<file path="config.mk">
export PLATFORM = sky130hd
export DESIGN_NAME = fus_sequencer
export DESIGN_NICKNAME = d
export VERILOG_FILES = /design/src/core/fus_pkg.sv /design/src/core/fus_sequencer.sv
export VERILOG_INCLUDE_DIRS = /design/src /design/src/core
export SDC_FILE = /design/constraint.sdc
export NUM_CORES = 1
export LEC_CHECK = 0
export ABC_AREA = 0
export BUFFER_PORTS_ARGS = -buffer_cell sky130_fd_sc_hd__buf_2
export CAP_MARGIN = 20
export CORE_AREA = 2 2 262 264
export DETAILED_ROUTE_END_ITERATION = 10
export DIE_AREA = 0 0 264 266
export HOLD_SLACK_MARGIN = 0.06
export MAX_ROUTING_LAYER = met4
export PLACE_DENSITY = 0.61
export RECOVER_POWER = 25
export SLEW_MARGIN = 5
export SYNTH_ARGS = -nofsm -noshare
export SYNTH_HDL_FRONTEND = slang
export SYNTH_SLANG_ARGS = --single-unit
</file>
<file path="constraint.sdc">
create_clock -name aclk -period 2.55 [get_ports aclk]
set_input_delay 0.51 -clock aclk [delete_from_list [all_inputs] [get_ports aclk]]
set_output_delay 0.51 -clock aclk [all_outputs]
set_load 0.005 [all_outputs]
</file>
<file path="src/core/fus_defs.svh">
// Constants of the flash unlock and write sequencer
// Operation
// Erase, latch load, row write and user-ID write need a full unlock.
// The unlock is 55h then AAh to the key register, then the start bit set.
// The three steps follow back to back, or the sequence is refused.
// While the start bit is set the core is stalled until the operation ends.
// Software masks interrupts from the first key write until start is set.
// Start on a write-protected address sets the error flag; the code does not flag a latch-only load.
// A reset during a running operation sets the error flag.
// A broken unlock sequence sets the error flag.
// Software may set the error flag; only software ever clears it.
// Erase select erases the addressed 32-word row, or flags if protected.
// Latch-only select loads the data word into the addressed latch.
// Neither select writes the latches to the row, or flags if protected.
// After a row write every latch returns to 3FFh.
// With write enable clear a start does not begin any erase or write; the code checks the write enable stored before the start write.
// Hardware clears the start bit when the operation completes.
`ifndef FUS_DEFS_SVH
`define FUS_DEFS_SVH
// ===========================================================
// Widths
`define FUS_AXI_AW 8
`define FUS_ADDR_W 15
`define FUS_DATA_W 14
`define FUS_ROW_WORDS 32
`define FUS_IDX_W 5
`define FUS_ROW_W 10
// ===========================================================
// Keys and values
`define FUS_KEY_FIRST 8'h55
`define FUS_KEY_SECOND 8'haa
`define FUS_LATCH_ERASED 14'h03ff
`define FUS_WPLIM_RESET 15'h0000
// ===========================================================
// Register offsets
`define FUS_OFF_CTRL 8'h00
`define FUS_OFF_KEY 8'h04
`define FUS_OFF_ADDR 8'h08
`define FUS_OFF_DATA 8'h0c
`define FUS_OFF_WPLIM 8'h10
// ===========================================================
// Control register fields
`define FUS_CTL_START 0
`define FUS_CTL_WRITE_ENABLE_BIT 1
`define FUS_CTL_ERR 2
`define FUS_CTL_LATCHES_ONLY_SELECT 3
`define FUS_CTL_ERASE 4
`define FUS_CTL_BUSY 5
// ===========================================================
// Bus responses
`define FUS_RESP_OKAY 2'b00
`define FUS_RESP_SLVERR 2'b10
`endif

</file>
<file path="src/core/fus_pkg.sv">
// Types of the flash unlock and write sequencer
`include "fus_defs.svh"
`default_nettype none
package fus_pkg;
   typedef enum logic [2:0] {
      UL_IDLE = 3'b001,
      UL_KEY1 = 3'b010,
      UL_KEY2 = 3'b100
   } fus_unlock_e;
   typedef enum logic [2:0] {
      OP_IDLE = 3'b001,
      OP_EXEC = 3'b010,
      OP_WAIT = 3'b100
   } fus_op_e;
   typedef logic [`FUS_ROW_WORDS-1:0][`FUS_DATA_W-1:0] fus_latch_t;
   typedef struct packed {
      logic req;
      logic erase;
      logic [`FUS_ROW_W-1:0] row;
      fus_latch_t data;
   } fus_flash_s;
   typedef struct packed {
      fus_unlock_e ul;
      fus_op_e op;
      logic start;
      logic write_enable_bit;
      logic err;
      logic latches_only_select;
      logic erase_sel;
      logic [`FUS_ADDR_W-1:0] addr;
      logic [`FUS_DATA_W-1:0] data;
      logic [`FUS_ADDR_W-1:0] wp_lim;
      fus_latch_t latches;
      logic req;
      logic erase;
      logic bvalid;
      logic [1:0] bresp;
      logic rvalid;
      logic [1:0] rresp;
      logic [31:0] rdata;
   } fus_state_s;
endpackage : fus_pkg
`default_nettype wire

</file>
<file path="src/core/fus_sequencer.sv">
// Flash unlock and write sequencer with AXI4-Lite register slave
`include "fus_defs.svh"
`default_nettype none
module fus_sequencer (
   input wire logic aclk,
   input wire logic aresetn,
   input wire logic [`FUS_AXI_AW-1:0] s_axi_awaddr,
   input wire logic s_axi_awvalid,
   output logic s_axi_awready,
   input wire logic [31:0] s_axi_wdata,
   input wire logic [3:0] s_axi_wstrb,
   input wire logic s_axi_wvalid,
   output logic s_axi_wready,
   output logic [1:0] s_axi_bresp,
   output logic s_axi_bvalid,
   input wire logic s_axi_bready,
   input wire logic [`FUS_AXI_AW-1:0] s_axi_araddr,
   input wire logic s_axi_arvalid,
   output logic s_axi_arready,
   output logic [31:0] s_axi_rdata,
   output logic [1:0] s_axi_rresp,
   output logic s_axi_rvalid,
   input wire logic s_axi_rready,
   output var fus_pkg::fus_flash_s flash,
   input wire logic flash_done,
   output logic cpu_stall
);
   localparam fus_pkg::fus_latch_t ERASED_ROW =
      {`FUS_ROW_WORDS{`FUS_LATCH_ERASED}};

   fus_pkg::fus_state_s st_q;
   fus_pkg::fus_state_s st_d;
   logic wr_go;
   logic rd_go;
   logic acc;
   logic [`FUS_AXI_AW-1:0] waddr;
   logic [`FUS_AXI_AW-1:0] raddr;
   logic key_wr;
   logic ctl_wr;
   logic start_req;
   logic restart;
   logic prot;
   logic hw_err;
   logic go;

   // ===========================================================
   // Byte-lane merge
   function automatic logic [31:0] merge(input logic [31:0] old_v,
                                         input logic [31:0] new_v,
                                         input logic [3:0] strb);
      logic [31:0] res;
      res = old_v;
      for (int b = 0; b < 4; b++) begin
         if (strb[b]) begin
            res[8*b +: 8] = new_v[8*b +: 8];
         end
      end
      return res;
   endfunction : merge

   // ===========================================================
   // Bus decode
   assign wr_go = s_axi_awvalid && s_axi_wvalid && !st_q.bvalid &&
                  !st_q.start;
   assign rd_go = s_axi_arvalid && !st_q.rvalid && !st_q.start &&
                  !wr_go;
   assign acc = wr_go || rd_go;
   assign s_axi_awready = wr_go;
   assign s_axi_wready = wr_go;
   assign s_axi_arready = rd_go;
   assign waddr = {s_axi_awaddr[`FUS_AXI_AW-1:2], 2'b00};
   assign raddr = {s_axi_araddr[`FUS_AXI_AW-1:2], 2'b00};
   assign key_wr = wr_go && waddr == `FUS_OFF_KEY && s_axi_wstrb[0];
   assign ctl_wr = wr_go && waddr == `FUS_OFF_CTRL && s_axi_wstrb[0];
   assign start_req = ctl_wr && s_axi_wdata[`FUS_CTL_START];
   assign restart = key_wr && s_axi_wdata[7:0] == `FUS_KEY_FIRST;
   assign prot = st_q.addr < st_q.wp_lim;

   // ===========================================================
   // Next state
   always_comb begin
      logic [31:0] tmp;
      tmp = 32'h0;
      st_d = st_q;
      hw_err = 1'b0;
      go = 1'b0;
      if (st_q.bvalid && s_axi_bready) begin
         st_d.bvalid = 1'b0;
      end
      if (st_q.rvalid && s_axi_rready) begin
         st_d.rvalid = 1'b0;
      end
      if (wr_go) begin
         st_d.bvalid = 1'b1;
         st_d.bresp = `FUS_RESP_OKAY;
         case (waddr)
            `FUS_OFF_CTRL: begin
               if (s_axi_wstrb[0]) begin
                  st_d.write_enable_bit = s_axi_wdata[`FUS_CTL_WRITE_ENABLE_BIT];
                  st_d.latches_only_select = s_axi_wdata[`FUS_CTL_LATCHES_ONLY_SELECT];
                  st_d.erase_sel = s_axi_wdata[`FUS_CTL_ERASE];
               end
            end
            `FUS_OFF_KEY: begin
               st_d.bresp = `FUS_RESP_OKAY;
            end
            `FUS_OFF_ADDR: begin
               tmp = merge({17'h0, st_q.addr}, s_axi_wdata, s_axi_wstrb);
               st_d.addr = tmp[`FUS_ADDR_W-1:0];
            end
            `FUS_OFF_DATA: begin
               tmp = merge({18'h0, st_q.data}, s_axi_wdata, s_axi_wstrb);
               st_d.data = tmp[`FUS_DATA_W-1:0];
            end
            `FUS_OFF_WPLIM: begin
               tmp = merge({17'h0, st_q.wp_lim}, s_axi_wdata, s_axi_wstrb);
               st_d.wp_lim = tmp[`FUS_ADDR_W-1:0];
            end
            default: begin
               st_d.bresp = `FUS_RESP_SLVERR;
            end
         endcase
      end
      if (rd_go) begin
         st_d.rvalid = 1'b1;
         st_d.rresp = `FUS_RESP_OKAY;
         case (raddr)
            `FUS_OFF_CTRL: begin
               st_d.rdata = {26'h0, st_q.start, st_q.erase_sel, st_q.latches_only_select,
                             st_q.err, st_q.write_enable_bit, st_q.start};
            end
            `FUS_OFF_KEY: begin
               st_d.rdata = 32'h0;
            end
            `FUS_OFF_ADDR: begin
               st_d.rdata = {17'h0, st_q.addr};
            end
            `FUS_OFF_DATA: begin
               st_d.rdata = {18'h0, st_q.data};
            end
            `FUS_OFF_WPLIM: begin
               st_d.rdata = {17'h0, st_q.wp_lim};
            end
            default: begin
               st_d.rdata = 32'h0;
               st_d.rresp = `FUS_RESP_SLVERR;
            end
         endcase
      end
      // Unlock tracker
      unique case (st_q.ul)
         fus_pkg::UL_IDLE: begin
            if (restart) begin
               st_d.ul = fus_pkg::UL_KEY1;
            end
         end
         fus_pkg::UL_KEY1: begin
            if (acc) begin
               if (key_wr && s_axi_wdata[7:0] == `FUS_KEY_SECOND) begin
                  st_d.ul = fus_pkg::UL_KEY2;
               end else begin
                  hw_err = 1'b1;
                  st_d.ul = restart ? fus_pkg::UL_KEY1 : fus_pkg::UL_IDLE;
               end
            end
         end
         fus_pkg::UL_KEY2: begin
            if (acc) begin
               if (start_req) begin
                  st_d.ul = fus_pkg::UL_IDLE;
                  go = st_q.write_enable_bit;
               end else begin
                  hw_err = 1'b1;
                  st_d.ul = restart ? fus_pkg::UL_KEY1 : fus_pkg::UL_IDLE;
               end
            end
         end
      endcase
      // Operation sequencer
      unique case (st_q.op)
         fus_pkg::OP_IDLE: begin
            if (go) begin
               st_d.start = 1'b1;
               st_d.op = fus_pkg::OP_EXEC;
            end
         end
         fus_pkg::OP_EXEC: begin
            if (!st_q.erase_sel && st_q.latches_only_select) begin
               st_d.latches[st_q.addr[`FUS_IDX_W-1:0]] = st_q.data;
               st_d.start = 1'b0;
               st_d.op = fus_pkg::OP_IDLE;
            end else if (prot) begin
               hw_err = 1'b1;
               st_d.start = 1'b0;
               st_d.op = fus_pkg::OP_IDLE;
            end else begin
               st_d.req = 1'b1;
               st_d.erase = st_q.erase_sel;
               st_d.op = fus_pkg::OP_WAIT;
            end
         end
         fus_pkg::OP_WAIT: begin
            if (flash_done) begin
               st_d.req = 1'b0;
               st_d.start = 1'b0;
               st_d.op = fus_pkg::OP_IDLE;
               if (!st_q.erase) begin
                  st_d.latches = ERASED_ROW;
               end
            end
         end
      endcase
      // Error flag, hardware set wins over software clear
      if (ctl_wr) begin
         st_d.err = s_axi_wdata[`FUS_CTL_ERR];
      end
      if (hw_err) begin
         st_d.err = 1'b1;
      end
   end

   // ===========================================================
   // State register
   always_ff @(posedge aclk) begin
      if (!aresetn) begin
         st_q <= '0;
         st_q.ul <= fus_pkg::UL_IDLE;
         st_q.op <= fus_pkg::OP_IDLE;
         st_q.wp_lim <= `FUS_WPLIM_RESET;
         st_q.latches <= ERASED_ROW;
         // Keep a set flag and flag an aborted operation
         if (st_q.start || st_q.err) begin
            st_q.err <= 1'b1;
         end
      end else begin
         st_q <= st_d;
      end
   end

   // ===========================================================
   // Outputs
   assign s_axi_bvalid = st_q.bvalid;
   assign s_axi_bresp = st_q.bresp;
   assign s_axi_rvalid = st_q.rvalid;
   assign s_axi_rresp = st_q.rresp;
   assign s_axi_rdata = st_q.rdata;
   assign flash = '{req: st_q.req,
                    erase: st_q.erase,
                    row: st_q.addr[`FUS_ADDR_W-1:`FUS_IDX_W],
                    data: st_q.latches};
   assign cpu_stall = st_q.start;
endmodule : fus_sequencer
`default_nettype wire

</file>
==> qor.log, run 1 <==
INFO  worst_setup_path crit_arrival=2.88ns
INFO  place          dp_hpwl=54.18mm
INFO  sta            report.final.setup_viol=0
INFO  sta            slew_violations=0
INFO  floorplanning  die-width=264um
INFO  floorplanning  chipHeight=266um
INFO  global_routing initial_antenna_violation_count=5
INFO  cts            ctsHoldBuffers=0
INFO  synthesis      ys_top_cells_by_count=624 x nand2_1, 523 x dfxtp_1, 513 x buf_4, 246 x nand3_1, 125 x a221o_1
INFO  global_routing maximum_number_of_pins_on_one_net_before_global_route_repair=153
INFO  synthesis      synth.lib_cells_used.distinct=60
INFO  global_routing grt_use_total=21.72%
INFO  finish         syn_to_final_growth=6.950%
INFO  synthesis      synth.top_cell.area_share=44.84%
INFO  sta            setup_total_negative_slack=0ns
INFO  global_routing via_count_of_the_first_global_routing_pass=16,620
INFO  cts            clk_pin_slew_worst_paths=0.06ns
INFO  finish         layout.nets=2,783
INFO  synthesis      ys_seq_elements=524
INFO  cts            clock_insertion_delay_worst_skew=0.61ns
INFO  synthesis      postSynth.topFlopCell=dfxtp_1
INFO  run_status     outcome=finished, final reports clean
INFO  cts            numClockSinks=524
INFO  floorplanning  core-area=67,750um2
INFO  drt            postRouteAntennaNets=0
INFO  cts            post-cts-setup-buffer-count=0
INFO  sta            finalHoldViolCount=0
INFO  drt            route.final.wire_length=78.23mm
INFO  worst_hold_path timing.hold.worst.class=in -> reg
INFO  finish         area_used_by_multi_input_combinational_logic=8300um2
INFO  worst_setup_path startpoint_type=flop
INFO  sta            slew_headroom=30.82%
INFO  worst_setup_path cp-end-kind=flop
INFO  global_routing grt_pass1_wl=112.5mm
INFO  finish         seqCellArea=10,510um2
INFO  place          pre_cts_ws=0.08309ns
INFO  sta            fin_crit=2.425ns
INFO  cts            post_cts_resize_count=0
INFO  synthesis      post_synth_inst_count=2,705
INFO  floorplanning  initial_utilization=34.47%
INFO  drt            vias=18,200
INFO  sta            fin_crit_sh=95.09%
INFO  drt            routed_wire_length_per_instance=21.52um
INFO  pwr            ir_worst_vdd=456.6uV
INFO  sta            holdWs=0.1841ns
INFO  synthesis      yosysTopAreaCell=dfxtp_1
INFO  sta            finalClockSkew=0.02871ns
INFO  drt            drt_first_iter_violations=1,583
INFO  cts            root_buffer=clkbuf_16
INFO  floorplanning  num_io_pins=562
INFO  pwr            power.density_cell_area=660.9nW/um2
INFO  synthesis      synthTopCellsByArea=dfxtp_1 45%, buf_4 16%, nand2_1 10%
INFO  drt            routed_via_density=5.006
INFO  cts            clockBufferDepth=3
INFO  synthesis      yosys_warnings=0
INFO  cts            total_number_of_h_tree_levels=2
INFO  worst_setup_path worst_ep_required=3.01ns
INFO  finish         final.fill_count=7,022
INFO  sta            finalWorstSetupSlack=0.1252ns
INFO  synthesis      mappedNetlistArea=23,350um2
INFO  sta            max_slew.worst_pin.slew=1.038ns
INFO  place          gpl.final_weighted_congestion=0.8442
INFO  pwr            total_leakage_power=10.21nW
INFO  place          placement.io_buffers=519
INFO  synthesis      seq_area_frac_synth=44.97%
INFO  finish         drive_gt1_share=23.54%
INFO  synthesis      number_of_synthesized_flops_with_an_enable_pin=1
INFO  synthesis      async_flop_share=0%
INFO  synthesis      yosysMostFrequentCell=nand2_1
INFO  floorplanning  floorplan.rows=96
INFO  sta            setup_repair_after_global_routing_missed_its_margin=no
INFO  drt            drt_drc_violations_left=0
INFO  drt            detail_route.first_pass.iterations=5
INFO  sta            max_clock_freq=412.4MHz
INFO  worst_setup_path critPathMaxFanout=14
INFO  global_routing grt_overflow_total=0
INFO  flow_run       max_cap_violations=0
INFO  cts            cts_tree=yes
INFO  worst_setup_path critical_path_class=reg -> reg
INFO  synthesis      synthesis.area_per_instance=8.633um2
INFO  pwr            total_chip_power=16.51mW
INFO  floorplanning  dieArea=70,220um2
INFO  cts            cts_buffers=57
## sequential cells by signal, summed over array words and instances (netlist names)
register      flops
flash           460
st_q             44
s_axi_rdata      15
cpu_stall         1
s_axi_bresp       1
s_axi_bvalid      1
s_axi_rresp       1
s_axi_rvalid      1
## cells in the final DEF, fill, tap and decap left out, drive strengths merged, types with 10 or more instances in the layout
master and instances:
nand2 624, dfxtp 523, buf 469, nand3 246, clkbuf 221, a221o 125, a21oi 107, nor2 66
o21ai 39, o221a 39, nor2b 34, mux2i 28, and2 27, a21boi 22, conb 19, inv 18
mux2 14, ha 14, nor3 13, clkinv 13, nand2b 12, a22oi 10
## area by class of cell
class                      instances  share of cell area (%)
clock inverter                    15                  0.5010
timing repair buffer             607                   12.84
sequential                       524                   42.10
inverter                          18                  0.2705
clock buffer                      83                   6.588
multi-input combinational       1501                   33.24
tap                              882                   4.419
antenna                            5                 0.05010
## metrics by stage
stage | cells | area [um2] | utilization, %
floorplan | 2723 | 23420 | -
global placement | 3531 | 23370 | 34.49
detailed placement | 3532 | 23370 | 34.50
CTS | 3630 | 25150 | 37.12
global route | 3635 | 24970 | 36.86
finish | 3635 | 24970 | 36.86
## kinds of logic after synthesis
group / synth area share (%)
muxes: 1.875
DFF: 44.97
AOI/OAI and AO/OA: 12.29
adders and majority gates: 0.7502
buffers and inverters: 19.88
and+or+nand+nor: 20.22
other: 0.01606
## where the power goes
part           internal (mW)  switching [mW]  total (mW)
logic                 0.0971           0.234       0.331
registers               8.20         0.00785        8.21
clock network           4.54            3.43        7.97
total                   12.8            3.67        16.5
## worst paths after layout
path         slack [ns]         start            to  depth (start not counted)
min                0.18  s_axi_rready  s_axi_rvalid                          3
min reg2reg        0.45     flash[66]     flash[66]                          2
max                0.13     st_q[538]     flash[28]                          7
max reg2reg        0.13     st_q[538]     flash[28]                          7
## worst max-delay path, cell delays in order, from the launching register on
cell and delay, ns:
dfxtp_1 0.37, or3b_4 0.43, o22a_4 0.30, nor2_2 0.18, buf_4 0.27, nand2_1 0.42
nand2_1 0.20, nand3_1 0.09
## per-layer routing
layer | vias up | track usage (%) | share of wire, %
li1 | 8617 | - | -
met3 | 129 | 4.455 | 6.6
met5 | - | - | 0
met1 | 8768 | 28.00 | 44
met4 | 0 | 6.619 | 2.6
met2 | 684 | 34.25 | 47
Note: power is estimated with default switching activity, not from simulation.
==> inputs of run 2 (changes only) <==
--- a/config.mk
+++ b/config.mk
@@ -8,7 +8,7 @@
 export LEC_CHECK = 0
 export ABC_AREA = 0
 export BUFFER_PORTS_ARGS = -buffer_cell sky130_fd_sc_hd__buf_2
-export CAP_MARGIN = 20
+export CAP_MARGIN = 25
 export CORE_AREA = 2 2 262 264
 export DETAILED_ROUTE_END_ITERATION = 10
 export DIE_AREA = 0 0 264 266
==> constraint.sdc (replaced) <==
create_clock -name aclk -period 2.55 [get_ports aclk]
set_input_delay 0.1275 -clock aclk [delete_from_list [all_inputs] [get_ports aclk]]
set_output_delay 0.1275 -clock aclk [all_outputs]
set_load 0.005 [all_outputs]
==> run 2 against run 1 <==
- die area unchanged
- clock skew down 0.0057 ns
- final cell count up 1.2%
- cell area up 2.4%
- worst setup slack worse by 0.0028 ns
- count of clock-buffer cells in the layout up 1
==> qor.log, run 2 (synthesized netlist as in run 1, its figures left out) <==
INFO  drt            routed_via_density=4.993
INFO  drt            route.final.wire_length=79.36mm
INFO  global_routing maximum_number_of_pins_on_one_net_before_global_route_repair=57
INFO  global_routing global_routing_met3_resource_utilization=4.085%
INFO  floorplanning  die-width=264um
INFO  pwr            netSwitchingPower=3.844mW
INFO  sta            slew_headroom=34.35%
INFO  worst_setup_path crit_arrival=2.92ns
INFO  finish         final_cell_area=25,570um2
INFO  drt            drt_drc_violations_left=0
INFO  worst_setup_path reg2reg_slack=0.12ns
INFO  drt            postRouteAntennaNets=0
INFO  drt            vias=18,370
INFO  floorplanning  initial_utilization=34.47%
INFO  worst_setup_path cell_chain_of_the_critical_path=or3b_4 > o22a_4 > nor3_4 > buf_4 > nand2_1 > nand2_1 > nand3_1
INFO  worst_setup_path cp-end-kind=flop
INFO  worst_setup_path startpoint_type=flop
INFO  pwr            sequentialPowerShare=47.2%
INFO  pwr            ir_worst_vdd=479.7uV
INFO  place          placement.io_buffers=519
INFO  sta            max_clock_freq=411.9MHz
INFO  global_routing grt_met2_use=34.34%
INFO  cts            numClockSinks=524
INFO  finish         syn_to_final_growth=9.495%
INFO  worst_setup_path most_used_cell_cp=nand2_1
INFO  finish         layout_commonest_cell=nand2_1
INFO  pwr            power.density_cell_area=680.5nW/um2
INFO  cts            clk_pin_slew_worst_paths=0.06ns
INFO  drt            routed_wire_length_per_instance=21.57um
INFO  sta            fin_crit_sh=95.20%
INFO  global_routing via_count_of_the_first_global_routing_pass=16,990
INFO  finish         final.fill_count=7,051
INFO  pwr            p_int=13.55mW
INFO  floorplanning  floorplan.rows=96
INFO  sta            fin_crit=2.428ns
INFO  cts            post-cts-setup-buffer-count=0
INFO  global_routing grt_pass1_wl=113.9mm
INFO  global_routing groute.layer.met1.usage=28.81%
INFO  pwr            p_sw_share=22.09%
INFO  sta            finalHoldViolCount=0
INFO  global_routing grt_use_total=22.07%
INFO  floorplanning  chipHeight=266um
INFO  sta            slew_violations=0
INFO  finish         drive_gt1_share=23.35%
INFO  cts            total_number_of_h_tree_levels=2
INFO  worst_setup_path worst_ep_required=3.04ns
INFO  worst_hold_path timing.hold.worst.class=in -> reg
INFO  drt            detail_route.first_pass.iterations=5
INFO  place          gpl.final_weighted_congestion=0.8279
INFO  finish         layout.nets=2,821
INFO  cts            clockBufferDepth=3
INFO  sta            setup_repair_after_global_routing_missed_its_margin=no
INFO  finish         largest_register_ff_count=460
INFO  global_routing grt_overflow_total=0
INFO  cts            root_buffer=clkbuf_16
INFO  worst_setup_path timing.critical_path.max_delay_family=simple AND/OR/NAND/NOR gates
INFO  sta            report.final.setup_viol=0
INFO  place          placement.cell_area=23,420um2
INFO  worst_setup_path cp_slowest_cell=or3b_4
INFO  cts            cts_buffers=58
INFO  finish         area_used_by_multi_input_combinational_logic=8307um2
INFO  pwr            total_leakage_power=10.46nW
INFO  cts            clock_insertion_delay_worst_skew=0.63ns
INFO  worst_setup_path critPathMaxFanout=14
INFO  finish         seqCellArea=10,510um2
INFO  run_status     outcome=finished, final reports clean
INFO  floorplanning  core-area=67,750um2
INFO  finish         layout.cells.most_common_list=623 x nand2_1, 512 x dfxtp_1, 362 x buf_2
INFO  sta            finalClockSkew=0.02300ns
INFO  worst_setup_path critical_path_class=reg -> reg
INFO  sta            max_slew.worst_pin.slew=0.9811ns
INFO  place          dp_hpwl=55.06mm
INFO  global_routing grt_most_used_layer=met2
INFO  floorplanning  num_io_pins=562
INFO  flow_run       max_cap_violations=0
INFO  floorplanning  dieArea=70,220um2
INFO  worst_setup_path worst-path-buf-inv=1
INFO  pwr            p_comb_share=2.2%
INFO  global_routing initial_antenna_violation_count=2
INFO  sta            setup_total_negative_slack=0ns
INFO  cts            cts_tree=yes
INFO  worst_setup_path cpPeakStageDelay=0.42ns
INFO  pwr            pwr-share-clk=50.6%
INFO  drt            drt_first_iter_violations=1,649
-- run 2: cell types whose count changed in the layout (fill, tap and decap cells not counted), sizes merged --
| cell | delta |
|---|---|
| buf | -13 |
| bufinv | +4 |
| diode | -4 |
| dlygate4sd3 | +31 |
| inv | +6 |
| clkinv | -3 |
| clkbuf | +20 |
| clkinvlp | +3 |
-- run 2: final timing paths --
kind              depth (start not counted)        endpoint       startpoint
hold reg to reg                           2      flash[347]       flash[347]
setup / recovery                          7        flash[7]        st_q[538]
setup reg to reg                          7        flash[7]        st_q[538]
hold / removal                            7  s_axi_rdata[0]  s_axi_araddr[6]
-- run 2: cell type report --
cell class,instances,share of cell area (%)
Sequential cell,524,41.12
Multi-Input combinational cell,1501,32.49
Timing Repair Buffer,644,13.84
Clock buffer,84,6.724
Tap cell,882,4.316
Clock inverter,25,1.238
Inverter,18,0.2643
Antenna cell,1,0.009787
-- run 2: worst register-to-register path, stage by stage, from the launching register on --
cell	delay, ns
dfxtp_1	0.36
or3b_4	0.42
o22a_4	0.30
nor3_4	0.24
buf_4	0.24
nand2_1	0.43
nand2_1	0.23
nand3_1	0.08
-- run 2: metal layers --
metal	wire length, um	part of all wire [%]
met1	34970	44
met2	36570	46
met3	5288	6.7
met4	2538	3.2
met5	0	0
-- run 2: stage by stage --
stage	std cells	hold slack, ns	utilization, %	total power, mW	setup slack, ns
finish	3679	0.1434	37.74	17.40	0.1224
global route	3678	0.1538	37.74	17.93	0.04472
CTS	3678	0.1172	38.03	17.55	0.1607
detailed placement	3538	0.4144	34.57	8.735	0.1690
global placement	3537	0.4052	34.56	8.737	0.2178
floorplan	2723	0.2724	-	8.600	0.6256
-- run 2: repair_timing --
item,CTS,global route
gates resized for setup,0,0
hold buffers,31,0
endpoints found under the hold margin,76,0
endpoints found under the setup margin,0,0
-- run 2: power by group through the flow --
stage / combinational (mW) / sequential, mW / clock (mW)
floorplan: 0.216 / 8.38 / 0
global placement: 0.350 / 8.39 / 0
detailed placement: 0.348 / 8.39 / 0
CTS: 0.390 / 8.21 / 8.96
global route: 0.419 / 8.20 / 9.31
finish: 0.389 / 8.21 / 8.80
==> inputs of run 3 (changes only) <==
--- a/config.mk
+++ b/config.mk
@@ -15,8 +15,6 @@
 export HOLD_SLACK_MARGIN = 0.06
 export MAX_ROUTING_LAYER = met4
 export PLACE_DENSITY = 0.61
-export RECOVER_POWER = 25
-export SLEW_MARGIN = 5
 export SYNTH_ARGS = -nofsm -noshare
 export SYNTH_HDL_FRONTEND = slang
 export SYNTH_SLANG_ARGS = --single-unit
==> run 3 against run 2 <==
- final cell count did not move
- sequential share of layout area fell by 0.32 points
- global-route usage did not move
- power barely moved
- worst setup slack improved by 0.021 ns
- fmax rose by 0.87%
- wire length fell by 0.29%
- via count fell by 0.42%
- flip-flop and latch count did not move
- utilization rose by 0.29 points
- first-iteration DRC count did not move
- sequential power barely moved
- critical path type unchanged
==> qor.log, run 3 (synthesized netlist as in run 1, its figures left out) <==
INFO  worst_setup_path r2r-start=st_q[538]
INFO  place          placement.io_buffers=519
INFO  cts            clk_pin_slew_worst_paths=0.06ns
INFO  sta            holdWs=0.1461ns
INFO  global_routing via_count_of_the_first_global_routing_pass=16,990
INFO  place          placement.cell_area=23,420um2
INFO  drt            drt_first_iter_violations=1,649
INFO  pwr            total_chip_power=17.40mW
INFO  sta            fin_crit_sh=94.37%
INFO  floorplanning  floorplan.rows=96
INFO  drt            routed_wire_length_per_instance=21.51um
INFO  worst_setup_path reg2reg_slack=0.14ns
INFO  finish         layout.nets=2,821
INFO  place          pre_cts_ws=0.1690ns
INFO  worst_hold_path whs_endpoint=s_axi_rdata[0]
INFO  global_routing initial_antenna_violation_count=2
INFO  worst_setup_path cp_slowest_cell=or3b_4
INFO  floorplanning  dieArea=70,220um2
INFO  pwr            power.density_cell_area=675.3nW/um2
INFO  worst_setup_path cp-end-kind=flop
INFO  sta            setup_repair_after_global_routing_missed_its_margin=no
INFO  worst_setup_path r2r-end=flash[7]
INFO  global_routing maximum_number_of_pins_on_one_net_before_global_route_repair=57
INFO  finish         layout_commonest_cell=nand2_1
INFO  worst_setup_path critPathMaxFanout=14
INFO  worst_hold_path hp-start=s_axi_araddr[6]
INFO  finish         final.fill_count=6,988
INFO  worst_setup_path timing.critical_path.max_delay_family=simple AND/OR/NAND/NOR gates
INFO  worst_setup_path worst-path-buf-inv=1
INFO  worst_setup_path worst_ep_required=3.04ns
INFO  floorplanning  chipHeight=266um
INFO  cts            root_buffer=clkbuf_16
INFO  drt            routed_via_density=4.972
INFO  worst_setup_path worst-r2r-cell-count=7
INFO  drt            drt_drc_violations_left=0
INFO  finish         area_used_by_multi_input_combinational_logic=8307um2
INFO  global_routing grt_overflow_total=0
INFO  floorplanning  initial_utilization=34.47%
INFO  worst_setup_path cell_chain_of_the_critical_path=or3b_4 > o22a_4 > nor3_4 > buf_4 > nand2_1 > nand2_1 > nand3_1
INFO  sta            setup_total_negative_slack=0ns
INFO  pwr            total_leakage_power=10.81nW
INFO  cts            clockBufferDepth=3
INFO  sta            finalClockSkew=0.02705ns
INFO  sta            max_slew.worst_pin.slew=0.9646ns
INFO  global_routing grt_pass1_wl=113.9mm
INFO  worst_hold_path timing.hold.worst.class=in -> reg
INFO  sta            report.final.setup_viol=0
INFO  finish         fin_cells=3,679
INFO  drt            postRouteAntennaNets=0
INFO  finish         final_cell_area=25,770um2
INFO  finish         drive_gt1_share=29.01%
INFO  cts            numClockSinks=524
INFO  cts            clock_insertion_delay_worst_skew=0.63ns
INFO  run_status     outcome=finished, final reports clean
INFO  finish         finalCoreUtilization=38.03%
INFO  drt            route.final.wire_length=79.13mm
INFO  worst_setup_path most_used_cell_cp=nand2_1
INFO  sta            max_clock_freq=415.5MHz
INFO  drt            vias=18,290
INFO  cts            cts_buffers=58
INFO  cts            cts_tree=yes
INFO  worst_hold_path timing.hold.worst_path_depth=7
INFO  finish         seqCellArea=10,510um2
INFO  place          post-place-cells=3,538
INFO  floorplanning  die-width=264um
INFO  global_routing grt_use_total=22.07%
INFO  floorplanning  core-area=67,750um2
INFO  sta            slew_headroom=35.46%
INFO  finish         largest_register_ff_count=460
INFO  sta            finalWorstSetupSlack=0.1434ns
INFO  worst_setup_path critical_path_class=reg -> reg
INFO  finish         syn_to_final_growth=10.34%
INFO  worst_setup_path cpPeakStageDelay=0.42ns
INFO  worst_setup_path startpoint_type=flop
INFO  finish         layout.cells.most_common_list=623 x nand2_1, 520 x buf_2, 512 x dfxtp_1
INFO  sta            fin_crit=2.407ns
INFO  sta            slew_violations=0
INFO  floorplanning  num_io_pins=562
INFO  cts            total_number_of_h_tree_levels=2
INFO  drt            detail_route.first_pass.iterations=5
INFO  flow_run       max_cap_violations=0
INFO  place          gpl.final_weighted_congestion=0.8279
INFO  sta            finalHoldViolCount=0
INFO  place          dp_hpwl=55.06mm
INFO  cts            post-cts-setup-buffer-count=0
INFO  worst_setup_path crit_arrival=2.89ns
INFO  pwr            ir_worst_vdd=487.2uV
[run 3: cell types whose count changed in the layout (fill, tap and decap cells not counted)]
cell,delta
buf_2,+158
buf_1,-1
clkbuf_1,-157
[run 3: what timing repair did]
| action | 4_1_cts | 5_1_grt |
|---|---|---|
| hold endpoints to repair | 76 | 0 |
| hold buffers | 31 | 0 |
| gates resized for setup | 0 | 0 |
[run 3: power breakdown]
part	total (mW)	switching (mW)	leakage, nW	internal, mW
Clock	8.80	3.59	0.998	5.22
Combinational	0.390	0.249	5.57	0.141
Sequential	8.21	0.00856	4.24	8.20
[run 3: worst max-delay path by stage]
stage | start | to | depth (start not counted)
final | st_q[538] | flash[7] | 7
after global routing | st_q[537] | flash[9] | 7
after CTS | st_q[538] | flash[7] | 7
after detailed placement | st_q[538] | flash[1] | 7
after global placement | st_q[538] | flash[0] | 7
after floorplan | st_q[538] | flash[113] | 6
[run 3: layer usage]
layer  GRT usage (%)  part of all wire [%]  vias up
met5               -                     0        -
met1           28.81                    44     8713
met3           4.085                   6.8      148
met2           34.34                    46      723
li1                -                     -     8709
met4           7.509                   3.3        0
[run 3: layout make-up]
type / instances / area share (%)
antenna: 1 / 0.009712
sequential: 524 / 40.80
tap: 882 / 4.283
inverter: 18 / 0.2622
timing repair buffer: 644 / 14.50
multi-input combinational: 1501 / 32.24
clock buffer: 84 / 6.672
clock inverter: 25 / 1.229
[run 3: worst min-delay path: cells and delay by family]
family | cells | cell delay [ns]
AOI/OAI and AO/OA | 2 | 0.18
buffers and inverters | 1 | 0.07
and+or+nand+nor | 4 | 0.33
